<file path="src/hdl/power_enable_pkg.sv">
// package: register map, field layout and reset values of the power enable bank
package power_enable_pkg;

  // ----------------------------------------------------------------
  // register indices as printed; byte address is index times four
  // ----------------------------------------------------------------
  localparam logic [11:0] IDX_BLOCK_ENABLE_ONE   = 12'h001; // headphone, bias, bandgap
  localparam logic [11:0] IDX_BLOCK_ENABLE_TWO   = 12'h002; // clock out, amps, mic reg
  localparam logic [11:0] IDX_BLOCK_ENABLE_THREE = 12'h003; // dsp paths, digital mic
  localparam logic [11:0] IDX_CORE_REG_CONTROL   = 12'h028; // core regulator control
  localparam logic [11:0] IDX_MIC_REG_CONTROL    = 12'h029; // mic regulator control
  localparam logic [11:0] IDX_PIN_PULL_TWO       = 12'h721; // pin pull control
  localparam logic [11:0] IDX_PIN_STATUS         = 12'h722; // enable pin readback

  // ----------------------------------------------------------------
  // field positions
  // ----------------------------------------------------------------
  localparam int BIT_BANDGAP      = 0;
  localparam int BIT_HP_LSB       = 4;   // four headphone stages, bits 7:4
  localparam int BIT_MICB_LSB     = 8;   // two mic bias outputs, bits 9:8
  localparam int BIT_MIC_REG_EN   = 1;
  localparam int BIT_AMP_LSB      = 4;   // right amp bit 4, left amp bit 5
  localparam int BIT_GPCLK        = 11;
  localparam int BIT_DIGMIC_LSB   = 4;   // bits 5:4
  localparam int BIT_PROC_LSB     = 8;   // bits 11:8
  localparam int BIT_DISCH        = 0;
  localparam int BIT_VSEL_LSB     = 1;
  localparam int BIT_BYPASS       = 5;
  localparam int BIT_PIN_PD       = 8;

  // ----------------------------------------------------------------
  // reset values and codes
  // ----------------------------------------------------------------
  localparam logic [1:0] CORE_VSEL_RST   = 2'h1;  // 1.0 V
  localparam logic [3:0] MIC_VSEL_RST    = 4'h9;  // 2.6 V
  localparam logic [3:0] MIC_VSEL_MAX    = 4'hB;  // 2.8 V, above is reserved
  localparam logic       DISCH_RST       = 1'b1;
  localparam logic       PIN_PD_RST      = 1'b1;

  // ----------------------------------------------------------------
  // axi response codes
  // ----------------------------------------------------------------
  localparam logic [1:0] RESP_OKAY   = 2'h0;
  localparam logic [1:0] RESP_SLVERR = 2'h2;

  // control outputs bundled for the analog side
  typedef struct packed {
    logic       bandgap_enable;
    logic [3:0] hp_stage_en;        // {2l,2r,1l,1r}
    logic [1:0] mic_bias_en;        // {two,one}
    logic       gp_clock_out_enable;
    logic [1:0] input_amp_en;       // {left,right}
    logic [3:0] proc_in_en;         // {2l,2r,1l,1r}
    logic [1:0] digmic_two_en;      // {left,right}
  } block_enables_t;

  // regulator controls bundled
  typedef struct packed {
    logic       core_reg_enable;
    logic [1:0] core_reg_voltage_sel;
    logic       core_reg_discharge_sel;
    logic       core_reg_bypass;
    logic       mic_reg_enable;
    logic [3:0] mic_reg_voltage_sel;
    logic       mic_reg_discharge_sel;
    logic       mic_reg_bypass;
    logic       core_reg_pin_pulldown_en;
  } regulator_ctrl_t;

endpackage

</file>
<file path="src/hdl/power_enable_register_bank.sv">
// power enable register bank with an axi4-lite slave port
`timescale 1ns/1ps
// ------------------------------------------------------------------
// Overview of operation
// core regulator follows its enable pin
// pin pulldown switched by pull bit, resets on
// core voltage select two bits, reset 01
// core discharge select, resets to one
// bandgap off puts both regulators in bypass
// bit 5 reads bypass status, read only
// mic regulator enable bit, resets off
// mic voltage four bits, reset 1001
// mic discharge select floats or discharges
// software disables externally supplied regulator, floats output
// bandgap enable bit 0, resets zero
// software waits 1 ms after bandgap
// detection stays alive with bandgap off
// headphone input stage enables, reset zero
// mic bias enables bits 9 and 8
// clock out and input amp enables
// dsp input and digital mic enables
// software disables unused functions in order
// status bits ignore writes, read live
// ------------------------------------------------------------------
module power_enable_register_bank (
  // clock and reset
  input  wire logic                                 aclk,
  input  wire logic                                 aresetn,
  // write address channel
  input  wire logic                                 s_axi_awvalid,
  output logic                                      s_axi_awready,
  input  wire logic [15:0]                          s_axi_awaddr,
  // write data channel
  input  wire logic                                 s_axi_wvalid,
  output logic                                      s_axi_wready,
  input  wire logic [31:0]                          s_axi_wdata,
  input  wire logic [3:0]                           s_axi_wstrb,
  // write response channel
  output logic                                      s_axi_bvalid,
  input  wire logic                                 s_axi_bready,
  output logic [1:0]                                s_axi_bresp,
  // read address channel
  input  wire logic                                 s_axi_arvalid,
  output logic                                      s_axi_arready,
  input  wire logic [15:0]                          s_axi_araddr,
  // read data channel
  output logic                                      s_axi_rvalid,
  input  wire logic                                 s_axi_rready,
  output logic [31:0]                               s_axi_rdata,
  output logic [1:0]                                s_axi_rresp,
  // device pin
  input  wire logic                                 core_reg_enable_pin,
  // analog controls
  output power_enable_pkg::block_enables_t          block_enables,
  output power_enable_pkg::regulator_ctrl_t         regulator_ctrl
);

  // ----------------------------------------------------------------
  // functions
  // ----------------------------------------------------------------

  // word index from a byte address; two low bits and the top two ignored
  function automatic logic [11:0] word_index(input logic [15:0] addr);
    word_index = addr[13:2];
  endfunction

  // high when the index selects a mapped register
  function automatic logic is_mapped(input logic [11:0] idx);
    is_mapped = (idx == power_enable_pkg::IDX_BLOCK_ENABLE_ONE)
             || (idx == power_enable_pkg::IDX_BLOCK_ENABLE_TWO)
             || (idx == power_enable_pkg::IDX_BLOCK_ENABLE_THREE)
             || (idx == power_enable_pkg::IDX_CORE_REG_CONTROL)
             || (idx == power_enable_pkg::IDX_MIC_REG_CONTROL)
             || (idx == power_enable_pkg::IDX_PIN_PULL_TWO)
             || (idx == power_enable_pkg::IDX_PIN_STATUS);
  endfunction

  // ----------------------------------------------------------------
  // state
  // ----------------------------------------------------------------
  logic [15:0] enable_one_ff,   nxt_enable_one;    // block enable one
  logic [15:0] enable_two_ff,   nxt_enable_two;    // block enable two
  logic [15:0] enable_three_ff, nxt_enable_three;  // block enable three
  logic [1:0]  core_vsel_ff,    nxt_core_vsel;     // core voltage code
  logic        core_disch_ff,   nxt_core_disch;    // core discharge select
  logic [3:0]  mic_vsel_ff,     nxt_mic_vsel;      // mic voltage code
  logic        mic_disch_ff,    nxt_mic_disch;     // mic discharge select
  logic        pin_pd_ff,       nxt_pin_pd;        // pin pulldown enable
  logic        pin_ff,          nxt_pin;           // registered enable pin

  logic        aw_held_ff,      nxt_aw_held;       // write address captured
  logic [11:0] aw_idx_ff,       nxt_aw_idx;        // captured write index
  logic        w_held_ff,       nxt_w_held;        // write data captured
  logic [31:0] wdata_ff,        nxt_wdata;         // captured write data
  logic [3:0]  wstrb_ff,        nxt_wstrb;         // captured strobes
  logic        bvalid_ff,       nxt_bvalid;        // write response pending
  logic [1:0]  bresp_ff,        nxt_bresp;         // write response code
  logic        rvalid_ff,       nxt_rvalid;        // read data pending
  logic [31:0] rdata_ff,        nxt_rdata;         // read data
  logic [1:0]  rresp_ff,        nxt_rresp;         // read response code

  power_enable_pkg::block_enables_t  blk_ff,  nxt_blk;  // output copy
  power_enable_pkg::regulator_ctrl_t reg_ff,  nxt_reg;  // output copy

  logic        bypass;          // both regulators bypassed
  logic [15:0] core_rd;         // core regulator readback
  logic [15:0] mic_rd;          // mic regulator readback
  logic        do_write;        // address and data both held
  logic [15:0] wr16;            // low half of write data, strobed

  // ----------------------------------------------------------------
  // regulator status and readback words
  // ----------------------------------------------------------------
  always_comb begin
    // bandgap disabled forces bypass on both regulators
    bypass = ~enable_one_ff[power_enable_pkg::BIT_BANDGAP];
    // status bit is the live mode, never a stored value
    core_rd = 16'h0000;
    core_rd[power_enable_pkg::BIT_BYPASS] = bypass;
    core_rd[power_enable_pkg::BIT_VSEL_LSB +: 2] = core_vsel_ff;
    core_rd[power_enable_pkg::BIT_DISCH] = core_disch_ff;
    mic_rd = 16'h0000;
    mic_rd[power_enable_pkg::BIT_BYPASS] = bypass;
    mic_rd[power_enable_pkg::BIT_VSEL_LSB +: 4] = mic_vsel_ff;
    mic_rd[power_enable_pkg::BIT_DISCH] = mic_disch_ff;
  end

  // ----------------------------------------------------------------
  // axi handshake and register update
  // ----------------------------------------------------------------
  always_comb begin
    // bus state holds by default
    nxt_aw_held = aw_held_ff;
    nxt_aw_idx  = aw_idx_ff;
    nxt_w_held  = w_held_ff;
    nxt_wdata   = wdata_ff;
    nxt_wstrb   = wstrb_ff;
    nxt_bvalid  = bvalid_ff;
    nxt_bresp   = bresp_ff;
    nxt_rvalid  = rvalid_ff;
    nxt_rdata   = rdata_ff;
    nxt_rresp   = rresp_ff;
    // register file holds by default
    nxt_enable_one   = enable_one_ff;
    nxt_enable_two   = enable_two_ff;
    nxt_enable_three = enable_three_ff;
    nxt_core_vsel    = core_vsel_ff;
    nxt_core_disch   = core_disch_ff;
    nxt_mic_vsel     = mic_vsel_ff;
    nxt_mic_disch    = mic_disch_ff;
    nxt_pin_pd       = pin_pd_ff;
    // first pin sampling stage
    nxt_pin          = core_reg_enable_pin;

    // capture write address and data independently
    if (s_axi_awvalid && !aw_held_ff) begin
      nxt_aw_held = 1'b1;
      nxt_aw_idx  = word_index(s_axi_awaddr);
    end
    if (s_axi_wvalid && !w_held_ff) begin
      nxt_w_held = 1'b1;
      nxt_wdata  = s_axi_wdata;
      nxt_wstrb  = s_axi_wstrb;
    end

    // both held and no response outstanding: perform the write
    do_write = aw_held_ff && w_held_ff && !bvalid_ff;
    wr16 = 16'h0000;
    if (do_write) begin
      nxt_aw_held = 1'b0;
      nxt_w_held  = 1'b0;
      nxt_bvalid  = 1'b1;
      nxt_bresp   = is_mapped(aw_idx_ff) ? power_enable_pkg::RESP_OKAY
                                         : power_enable_pkg::RESP_SLVERR;
      // only writable fields change
      case (aw_idx_ff)
        power_enable_pkg::IDX_BLOCK_ENABLE_ONE: begin
          wr16 = enable_one_ff;
          if (wstrb_ff[0]) begin
            // bandgap and headphone stages in the low byte
            wr16[power_enable_pkg::BIT_BANDGAP] = wdata_ff[0];
            wr16[power_enable_pkg::BIT_HP_LSB +: 4] = wdata_ff[7:4];
          end
          if (wstrb_ff[1]) begin
            wr16[power_enable_pkg::BIT_MICB_LSB +: 2] = wdata_ff[9:8];
          end
          nxt_enable_one = wr16;
        end
        power_enable_pkg::IDX_BLOCK_ENABLE_TWO: begin
          wr16 = enable_two_ff;
          if (wstrb_ff[0]) begin
            wr16[power_enable_pkg::BIT_MIC_REG_EN] = wdata_ff[1];
            wr16[power_enable_pkg::BIT_AMP_LSB +: 2] = wdata_ff[5:4];
          end
          if (wstrb_ff[1]) begin
            wr16[power_enable_pkg::BIT_GPCLK] = wdata_ff[11];
          end
          nxt_enable_two = wr16;
        end
        power_enable_pkg::IDX_BLOCK_ENABLE_THREE: begin
          wr16 = enable_three_ff;
          if (wstrb_ff[0]) begin
            wr16[power_enable_pkg::BIT_DIGMIC_LSB +: 2] = wdata_ff[5:4];
          end
          if (wstrb_ff[1]) begin
            wr16[power_enable_pkg::BIT_PROC_LSB +: 4] = wdata_ff[11:8];
          end
          nxt_enable_three = wr16;
        end
        power_enable_pkg::IDX_CORE_REG_CONTROL: begin
          // bypass status bit is not writable
          if (wstrb_ff[0]) begin
            nxt_core_vsel  = wdata_ff[2:1];
            nxt_core_disch = wdata_ff[0];
          end
        end
        power_enable_pkg::IDX_MIC_REG_CONTROL: begin
          // reserved voltage codes are stored as written
          if (wstrb_ff[0]) begin
            nxt_mic_vsel  = wdata_ff[4:1];
            nxt_mic_disch = wdata_ff[0];
          end
        end
        power_enable_pkg::IDX_PIN_PULL_TWO: begin
          if (wstrb_ff[1]) begin
            nxt_pin_pd = wdata_ff[8];
          end
        end
        default: begin
          // unmapped or read-only: no state change
        end
      endcase
    end

    // write response retires on bready
    if (bvalid_ff && s_axi_bready) begin
      nxt_bvalid = 1'b0;
    end

    // read: accept when no data outstanding
    if (s_axi_arvalid && !rvalid_ff) begin
      nxt_rvalid = 1'b1;
      nxt_rresp  = power_enable_pkg::RESP_OKAY;
      nxt_rdata  = 32'h0000_0000;
      // unused bits read as zero
      case (word_index(s_axi_araddr))
        power_enable_pkg::IDX_BLOCK_ENABLE_ONE:   nxt_rdata[15:0] = enable_one_ff;
        power_enable_pkg::IDX_BLOCK_ENABLE_TWO:   nxt_rdata[15:0] = enable_two_ff;
        power_enable_pkg::IDX_BLOCK_ENABLE_THREE: nxt_rdata[15:0] = enable_three_ff;
        power_enable_pkg::IDX_CORE_REG_CONTROL:   nxt_rdata[15:0] = core_rd;
        power_enable_pkg::IDX_MIC_REG_CONTROL:    nxt_rdata[15:0] = mic_rd;
        power_enable_pkg::IDX_PIN_PULL_TWO:
          nxt_rdata[power_enable_pkg::BIT_PIN_PD] = pin_pd_ff;
        power_enable_pkg::IDX_PIN_STATUS:         nxt_rdata[0] = pin_ff;
        default: begin
          nxt_rresp = power_enable_pkg::RESP_SLVERR;
        end
      endcase
    end else if (rvalid_ff && s_axi_rready) begin
      nxt_rvalid = 1'b0;
    end
  end

  // ----------------------------------------------------------------
  // output bundles
  // ----------------------------------------------------------------
  always_comb begin
    // outputs take the next values, except core_reg_enable, which takes pin_ff
    nxt_blk.bandgap_enable      = nxt_enable_one[power_enable_pkg::BIT_BANDGAP];
    nxt_blk.hp_stage_en         = nxt_enable_one[power_enable_pkg::BIT_HP_LSB +: 4];
    nxt_blk.mic_bias_en         = nxt_enable_one[power_enable_pkg::BIT_MICB_LSB +: 2];
    nxt_blk.gp_clock_out_enable = nxt_enable_two[power_enable_pkg::BIT_GPCLK];
    nxt_blk.input_amp_en        = nxt_enable_two[power_enable_pkg::BIT_AMP_LSB +: 2];
    nxt_blk.proc_in_en          = nxt_enable_three[power_enable_pkg::BIT_PROC_LSB +: 4];
    nxt_blk.digmic_two_en       = nxt_enable_three[power_enable_pkg::BIT_DIGMIC_LSB +: 2];
    // core regulator follows the pin, two sampling stages
    nxt_reg.core_reg_enable        = pin_ff;
    nxt_reg.core_reg_voltage_sel   = nxt_core_vsel;
    nxt_reg.core_reg_discharge_sel = nxt_core_disch;
    nxt_reg.core_reg_bypass        = ~nxt_enable_one[power_enable_pkg::BIT_BANDGAP];
    // mic enable ignores the bandgap
    nxt_reg.mic_reg_enable         = nxt_enable_two[power_enable_pkg::BIT_MIC_REG_EN];
    nxt_reg.mic_reg_voltage_sel    = nxt_mic_vsel;
    nxt_reg.mic_reg_discharge_sel  = nxt_mic_disch;
    nxt_reg.mic_reg_bypass         = ~nxt_enable_one[power_enable_pkg::BIT_BANDGAP];
    nxt_reg.core_reg_pin_pulldown_en = nxt_pin_pd;
  end

  // ----------------------------------------------------------------
  // registers
  // ----------------------------------------------------------------
  always_ff @(posedge aclk) begin
    // synchronous reset to defaults
    if (!aresetn) begin
      enable_one_ff   <= 16'h0000;
      enable_two_ff   <= 16'h0000;
      enable_three_ff <= 16'h0000;
      core_vsel_ff    <= power_enable_pkg::CORE_VSEL_RST;
      core_disch_ff   <= power_enable_pkg::DISCH_RST;
      mic_vsel_ff     <= power_enable_pkg::MIC_VSEL_RST;
      mic_disch_ff    <= power_enable_pkg::DISCH_RST;
      pin_pd_ff       <= power_enable_pkg::PIN_PD_RST;
      pin_ff          <= 1'b0;
      // bus side idle
      aw_held_ff      <= 1'b0;
      aw_idx_ff       <= 12'h000;
      w_held_ff       <= 1'b0;
      wdata_ff        <= 32'h0000_0000;
      wstrb_ff        <= 4'h0;
      bvalid_ff       <= 1'b0;
      bresp_ff        <= 2'h0;
      rvalid_ff       <= 1'b0;
      rdata_ff        <= 32'h0000_0000;
      rresp_ff        <= 2'h0;

      blk_ff          <= '0;
      // reset image of the regulator outputs; bypass set as bandgap is off
      reg_ff          <= '{core_reg_enable: 1'b0,
                           core_reg_voltage_sel: power_enable_pkg::CORE_VSEL_RST,
                           core_reg_discharge_sel: power_enable_pkg::DISCH_RST,
                           core_reg_bypass: 1'b1,
                           mic_reg_enable: 1'b0,
                           mic_reg_voltage_sel: power_enable_pkg::MIC_VSEL_RST,
                           mic_reg_discharge_sel: power_enable_pkg::DISCH_RST,
                           mic_reg_bypass: 1'b1,
                           core_reg_pin_pulldown_en: power_enable_pkg::PIN_PD_RST};
    end else begin
      enable_one_ff   <= nxt_enable_one;
      enable_two_ff   <= nxt_enable_two;
      enable_three_ff <= nxt_enable_three;
      core_vsel_ff    <= nxt_core_vsel;
      core_disch_ff   <= nxt_core_disch;
      mic_vsel_ff     <= nxt_mic_vsel;
      mic_disch_ff    <= nxt_mic_disch;
      pin_pd_ff       <= nxt_pin_pd;
      pin_ff          <= nxt_pin;

      aw_held_ff      <= nxt_aw_held;
      aw_idx_ff       <= nxt_aw_idx;
      w_held_ff       <= nxt_w_held;
      wdata_ff        <= nxt_wdata;
      wstrb_ff        <= nxt_wstrb;
      bvalid_ff       <= nxt_bvalid;
      bresp_ff        <= nxt_bresp;
      rvalid_ff       <= nxt_rvalid;
      rdata_ff        <= nxt_rdata;
      rresp_ff        <= nxt_rresp;

      blk_ff          <= nxt_blk;
      reg_ff          <= nxt_reg;
    end
  end

  // ----------------------------------------------------------------
  // port drive
  // ----------------------------------------------------------------
  // ready is high while the capture slot is empty
  assign s_axi_awready  = ~aw_held_ff;
  assign s_axi_wready   = ~w_held_ff;
  // answers straight from flops
  assign s_axi_bvalid   = bvalid_ff;
  assign s_axi_bresp    = bresp_ff;
  assign s_axi_arready  = ~rvalid_ff;
  assign s_axi_rvalid   = rvalid_ff;
  assign s_axi_rdata    = rdata_ff;
  assign s_axi_rresp    = rresp_ff;

  assign block_enables  = blk_ff;
  assign regulator_ctrl = reg_ff;

endmodule

</file>
<file path="config.mk">
export PLATFORM = sky130hd
export DESIGN_NAME = power_enable_register_bank
export DESIGN_NICKNAME = d
export VERILOG_FILES = /design/src/hdl/power_enable_pkg.sv /design/src/hdl/power_enable_register_bank.sv
export SDC_FILE = /design/constraint.sdc
export NUM_CORES = 1
export LEC_CHECK = 0
export ABC_AREA = 1
export BUFFER_PORTS_ARGS = -buffer_cell sky130_fd_sc_hd__buf_2
export CAP_MARGIN = 20
export CORE_MARGIN = 1.5
export CORE_UTILIZATION = 51
export DETAILED_ROUTE_END_ITERATION = 16
export HOLD_SLACK_MARGIN = 0.08
export PLACE_DENSITY_LB_ADDON = 0.05
export SLEW_MARGIN = 20
export SYNTH_ARGS = -nofsm -noshare
export SYNTH_HDL_FRONTEND = slang
export SYNTH_SLANG_ARGS = --single-unit
</file>
<file path="constraint.sdc">
create_clock -name aclk -period 3.15 [get_ports aclk]
set_input_delay 0.945 -clock aclk [delete_from_list [all_inputs] [get_ports aclk]]
set_output_delay 0.945 -clock aclk [all_outputs]
set_load 0.02 [all_outputs]
</file>
### After elaboration in Yosys (flattened, before gate mapping)

Cells that the tools add are included.

| cells by class | value |
|---|---|
| bitwise operators | 6 |
| equal/unequal tests | 14 |
| $add $sub $neg | 0 |
| magnitude comparators | 0 |
| multiplexer cells | 36 |
| divide/modulo/power cells | 0 |
| shift-type cells | 0 |
| reductions and logical operators | 24 |
| multiply operators | 0 |

Operator list:

| cell | number |
|---|---|
| equality test 12 x 11 -> 1 bit, second input constant | 4 |
| equality test 12 x 2 -> 1 bit, second input constant | 4 |
| equality test 12 x 6 -> 1 bit, second input constant | 4 |
| two-way mux 12 bit | 4 |
| case mux 7 bit (5 select lines) | 1 |
| equality test 12 x 1 -> 1 bit, second input constant | 2 |
| two-way mux 10 bit | 2 |
| two-way mux 4 bit | 5 |
| two-way mux 2 bit | 8 |
| two-way mux 1 bit | 13 |
| case mux 3 bit (3 select lines) | 1 |
| AND reduction 3 bit | 3 |
| logical AND 1 bit | 7 |
| OR reduction 7 bit | 1 |
| logical OR 1 bit | 6 |
| inverter 1 bit | 6 |
| logical NOT 1 bit | 4 |
| case mux 1 bit (4 select lines) | 1 |
| OR reduction 2 bit | 2 |
| case mux 1 bit (3 select lines) | 1 |
| nonzero test 2 bit | 1 |

| word-level totals | value |
|---|---|
| memory bits (read-only) | 0 |
| RAM bits | 0 |
| bits in registers | 96 |
| memories | 0 |
| bits in latches | 0 |

### Depth between registers and ports, before layout

| logic depth | value |
|---|---|
| depth in word-level cells | 8 |
| mapped depth | 10 |
| mapped depth without buffers | 10 |

### Least setup slack after synthesis

Ideal clock, no wire load.

| timing | value |
|---|---|
| path kind | input to register |
| from | input port s_axi_araddr[12] |
| to | register rdata_ff[5], in the netlist s_axi_rdata[5] |
| stages | 10 |
| arrival time | 1.735 ns |
| slack | 1.344 ns |
| data required time | 3.080 ns |
| library setup time | 0.070 ns |
| path through | nor2_1 nand2_2 inv_2 buf_6 nand3_4 nand2_1 nor2_1 nor2_1 nand2_1 a21oi_1 |

| between the ends | value |
|---|---|
| word-level cells in the longest chain between the ends | 2 |
| elaborated cells between the ends (all ways) | 6 |
| those cells by class | eq/ne: 5; mux: 1 |

RTL lines:

| item | line | RTL |
|---|---|---|
| start: declaration | power_enable_register_bank.sv:45 | `input wire logic [15:0] s_axi_araddr,` |
| equality test 12 x 6 -> 1 bit, or another cell as far along | power_enable_register_bank.sv:246 | `case (word_index(s_axi_araddr))` |
| case mux 7 bit (5 select lines) (*) | power_enable_register_bank.sv:246 |  |
| end signal: assignment | power_enable_register_bank.sv:346 | `rdata_ff <= nxt_rdata;` |
| end: declaration | power_enable_register_bank.sv:99 | `logic [31:0] rdata_ff, nxt_rdata;` |

Mark *: on every way between the ends. The rest lies on a longest branch, timed or not.
A chain may end at the register's enable or synchronous reset.

### Final worst setup path

| timing | value |
|---|---|
| from | register w_held_ff |
| to | output port s_axi_wready |

| between the ends | value |
|---|---|
| word-level cells in the longest chain between the ends | 1 |

RTL lines:

| item | line | RTL |
|---|---|---|
| start: declaration | power_enable_register_bank.sv:93 | `logic w_held_ff, nxt_w_held;` |
| start signal: assignment | power_enable_register_bank.sv:340 | `w_held_ff <= nxt_w_held;` |
| inverter 1 bit | power_enable_register_bank.sv:359 | `assign s_axi_wready = ~w_held_ff;` |
| end: declaration | power_enable_register_bank.sv:35 | `output logic s_axi_wready,` |

Every way passes these cells.

==> out/qor.log <==
INFO  routing        post_drt_wl_per_cell=12.81um
INFO  floorplanning  fp.coreArea=6386um^2
INFO  min_path       hold_end=regulator_ctrl[12]
INFO  grt            grt_pass1_wl=13600um
INFO  routing        dr.pass1.iters=4
INFO  sta            maxSlewViolCount=0
INFO  grt            first_global_vias=2845
INFO  layout         antenna_cells=0
INFO  floorplanning  floorplan.die.width=84.57um
INFO  layout         layout-area-overhead-vs-synth=17.11%
INFO  power          power_density_normalized_to_cell_area=489.4nW/um^2
INFO  clocking       clock-sinks=73
INFO  grt            grt_antenna_before_repair=0
INFO  sta            timing.clock.skew=0.01070ns
INFO  sta            tightestPinTransition=0.6189ns
INFO  clocking       cts_setup_buffers=0
INFO  worst_setup_path timing.critical_path.fanout_max=3
INFO  yosys          synth_seq_cells=73
INFO  sta            setup_slack=1.230ns
INFO  placed_design  post_dp_cell_area=3779um^2
INFO  worst_setup_path crit-reg2reg-launch=s_axi_rvalid
INFO  clocking       clock_tree.root_cell=sky130_fd_sc_hd__clkbuf_8
INFO  placed_design  hpwl_dp=6207um
INFO  sta            report.final.setup_viol=0
INFO  floorplanning  die-area=7152um^2
INFO  yosys          syn-cell-area=3393um^2
INFO  sta            slew_headroom=58.69%
INFO  routing        post_drt_via_cell_ratio=4.889
INFO  floorplanning  effective_utilization_at_floorplan=53.13%
INFO  clocking       tritoncts=built
INFO  yosys          netlist_instances=463
INFO  worst_setup_path cp.required=2.20ns
INFO  clocking       post_cts.resized_instances=0
INFO  clocking       tritoncts.num_buffers=9
INFO  worst_setup_path arrival=0.97ns
INFO  routing        post-route-drc-count=0
INFO  yosys          yosys.area_share.xor_xnor=0%
INFO  routing        drt.antenna.violating_nets=0
INFO  layout         post_route_cells_drive_above_1_share=24.32%
INFO  sta            fin_worst_hold_slack=0.4499ns
INFO  clocking       cts.reportedPaths.clkPinSlew=0.08ns
INFO  placed_design  io_buffers=93
INFO  power          p_seq_share=50.5%
INFO  layout         fill_cells=615
INFO  clocking       clock_latency_at_the_later_pin_of_the_worst_skew_pair=0.35ns
INFO  min_path       min-delay-start=pin_ff
INFO  power          vdd_ir_drop_max=0.0003356V
INFO  routing        finalWirelength=8098um
INFO  layout         fin_area=3974um^2
INFO  sta            period_needed=1.920ns
INFO  power          power_spent_charging_and_discharging_nets=0.5467mW
INFO  yosys          fraction_of_the_yosys_area_taken_by_sequential_cells=43.07%
INFO  worst_setup_path regToRegEndpoint=s_axi_rdata[8]
INFO  yosys          ys_types=30
INFO  clocking       cts.path.max_buffers=2
INFO  min_path       hold_path_class=reg -> reg
INFO  yosys          mean_syn_cell_area=7.329um^2
INFO  yosys          synth-compound-area-share=17.44%
INFO  worst_setup_path worst_setup_path_end_kind=primary output
INFO  layout         nets=626
INFO  placed_design  dpl_worst_slack=0.9055ns
INFO  yosys          largest_family_of_logic_cells_by_synthesized_area=simple AND/OR/NAND/NOR gates
INFO  grt            global_route_total_overflow=0
INFO  routing        starting_drt_drc_count=160
INFO  sta            hold_viol_final=0
INFO  clocking       holdBufCountCts=0
INFO  sta            finalSetupTns=0ns
INFO  worst_setup_path setup.reg_to_reg.worst_slack=1.57ns
INFO  power          cell_internal_power=1.398mW
INFO  placed_design  globalplace.congestion=0.8234
INFO  floorplanning  design.portCount=146
INFO  yosys          synth_simple_gate_area_share=24.85%
INFO  worst_setup_path critPathKind=reg -> out
INFO  sta            finalCritPeriodShare=60.95%
INFO  power          total_power=1.945mW
INFO  min_path       worstHoldPathCells=2
INFO  worst_setup_path ff_to_ff_path_depth=6
INFO  power          power.share.switching=28.11%
INFO  yosys          yosys-mux-area-fraction=0%
INFO  yosys          adder_and_majority_gate_portion_of_the_synthesized_area=0%
INFO  power          share_clk_of_total_power=37.8%
INFO  clocking       clock_tree.htree_level_count=3
INFO  sta            timing.fmax=0.5209GHz
INFO  run_status     outcome=completed
INFO  worst_setup_path crit_path_start_kind=flip-flop
INFO  floorplanning  rows=29
INFO  grt            grt_start_max_net_pins=52
INFO  power          power.combinational.fraction=11.8%
INFO  sta            rsz0062_at_grt=no
INFO  job            timing.max_cap.violations=0
INFO  routing        route.vias.total=3090
INFO  floorplanning  chipHeight=84.57um
INFO  power          lkg_pwr=1.869nW
INFO  yosys          yosysWarningCount=0
INFO  grt            grt_use_total=24.07%
==> state kept, by name, summed over array words and instances (netlist names) <==
name / cells
w_held_ff: 1
s_axi_rdata: 12
s_axi_bresp: 1
pin_ff: 1
s_axi_rvalid: 1
regulator_ctrl: 11
s_axi_bvalid: 1
aw_held_ff: 1
aw_idx_ff: 12
wdata_ff: 12
enable_two_ff: 4
wstrb_ff: 2
enable_one_ff: 7
s_axi_rresp: 1
enable_three_ff: 6
==> cell type report <==
cell class / count / area, um^2 / area share (%)
Inverter: 61 / 230.2 / 5.793
Clock buffer: 10 / 127.6 / 3.212
Timing Repair Buffer: 94 / 473.0 / 11.90
Tap cell: 77 / 96.34 / 2.424
Clock inverter: 6 / 67.56 / 1.700
Multi-Input combinational cell: 311 / 1518 / 38.19
Sequential cell: 73 / 1461 / 36.78
==> kinds of logic after synthesis <==
group / Yosys count
other: 1
AOI/OAI and AO/OA: 114
and+or+nand+nor: 175
buffers and inverters: 100
DFF: 73
==> cell usage in the layout, fill, tap and decap left out, types with 2 or more instances in the layout <==
cell type | synthesis | routed
sky130_fd_sc_hd__nor2_4 | 6 | 6
sky130_fd_sc_hd__nor2_1 | 49 | 49
sky130_fd_sc_hd__inv_1 | 57 | 57
sky130_fd_sc_hd__inv_2 | 3 | 3
sky130_fd_sc_hd__clkinvlp_4 | 0 | 2
sky130_fd_sc_hd__dfxtp_1 | 73 | 73
sky130_fd_sc_hd__o22ai_1 | 2 | 2
sky130_fd_sc_hd__nand2_2 | 4 | 4
sky130_fd_sc_hd__o211ai_1 | 6 | 6
sky130_fd_sc_hd__a21oi_1 | 50 | 50
sky130_fd_sc_hd__o21ai_0 | 50 | 50
sky130_fd_sc_hd__nand4_1 | 7 | 7
sky130_fd_sc_hd__clkbuf_8 | 0 | 9
sky130_fd_sc_hd__clkinv_2 | 1 | 2
sky130_fd_sc_hd__nor2_2 | 6 | 6
sky130_fd_sc_hd__nand3_2 | 2 | 2
sky130_fd_sc_hd__o21ai_1 | 4 | 4
sky130_fd_sc_hd__nand3_4 | 2 | 2
sky130_fd_sc_hd__buf_2 | 3 | 93
sky130_fd_sc_hd__nand3_1 | 26 | 26
sky130_fd_sc_hd__nand2_1 | 65 | 65
sky130_fd_sc_hd__conb_1 | 1 | 22
sky130_fd_sc_hd__nor3_1 | 5 | 5
==> cells in the mapped netlist, drive strengths merged <==
library cell / instances / area, um^2
a21oi: 50 / 250.2
a31oi: 1 / 6.260
clkinv: 1 / 5.000
nand2: 69 / 269.0
clkbuf: 6 / 22.52
o22ai: 2 / 12.51
conb: 1 / 3.750
or2: 1 / 8.760
nand3: 30 / 185.2
buf: 33 / 240.2
inv: 60 / 225.2
o21a: 1 / 7.510
and2: 1 / 6.260
dfxtp: 73 / 1461
o211ai: 6 / 45.04
nand4: 7 / 43.79
nor3: 6 / 41.29
nor2: 61 / 289.0
o21ai: 54 / 270.3
==> worst max-delay path by stage <==
stage | slack (ns) | endpoint | from
2_1_floorplan | 1.34 | s_axi_rdata[5] | s_axi_araddr[12]
3_3_place_gp | 0.94 | wdata_ff[1] | s_axi_wvalid
3_5_place_dp | 0.91 | s_axi_rdata[5] | s_axi_araddr[12]
4_1_cts | 1.21 | s_axi_wready | w_held_ff
5_1_grt | 1.11 | s_axi_rdata[5] | s_axi_araddr[12]
6_report | 1.23 | s_axi_wready | w_held_ff
==> layer usage <==
layer / track usage (%) / vias up / part of all wire [%]
met5: 0 / - / 0
met1: 32.76 / 1352 / 47
met3: 5.015 / 11 / 6.1
li1: - / 1632 / -
met2: 37.66 / 95 / 45
met4: 9.091 / 0 / 1.9
==> power groups by stage <==
stage	logic, mW	registers [mW]	clock network, mW
2_1_floorplan	0.176	1.01	0
3_3_place_gp	0.225	1.00	0
3_5_place_dp	0.229	1.00	0
4_1_cts	0.231	0.982	0.751
5_1_grt	0.260	0.987	0.795
6_report	0.229	0.982	0.734
==> critical path, stage by stage (launching register included) <==
cell and delay [ns]:
sky130_fd_sc_hd__dfxtp_1 0.40, sky130_fd_sc_hd__inv_1 0.07, sky130_fd_sc_hd__buf_2 0.16
==> per-stage QoR <==
step           utilization (%)  instances
2_1_floorplan                -        484
3_3_place_gp             59.17        616
3_5_place_dp             59.17        616
4_1_cts                  62.23        632
5_1_grt                  62.23        632
6_report                 62.23        632
(Power assumes the default switching activity.)
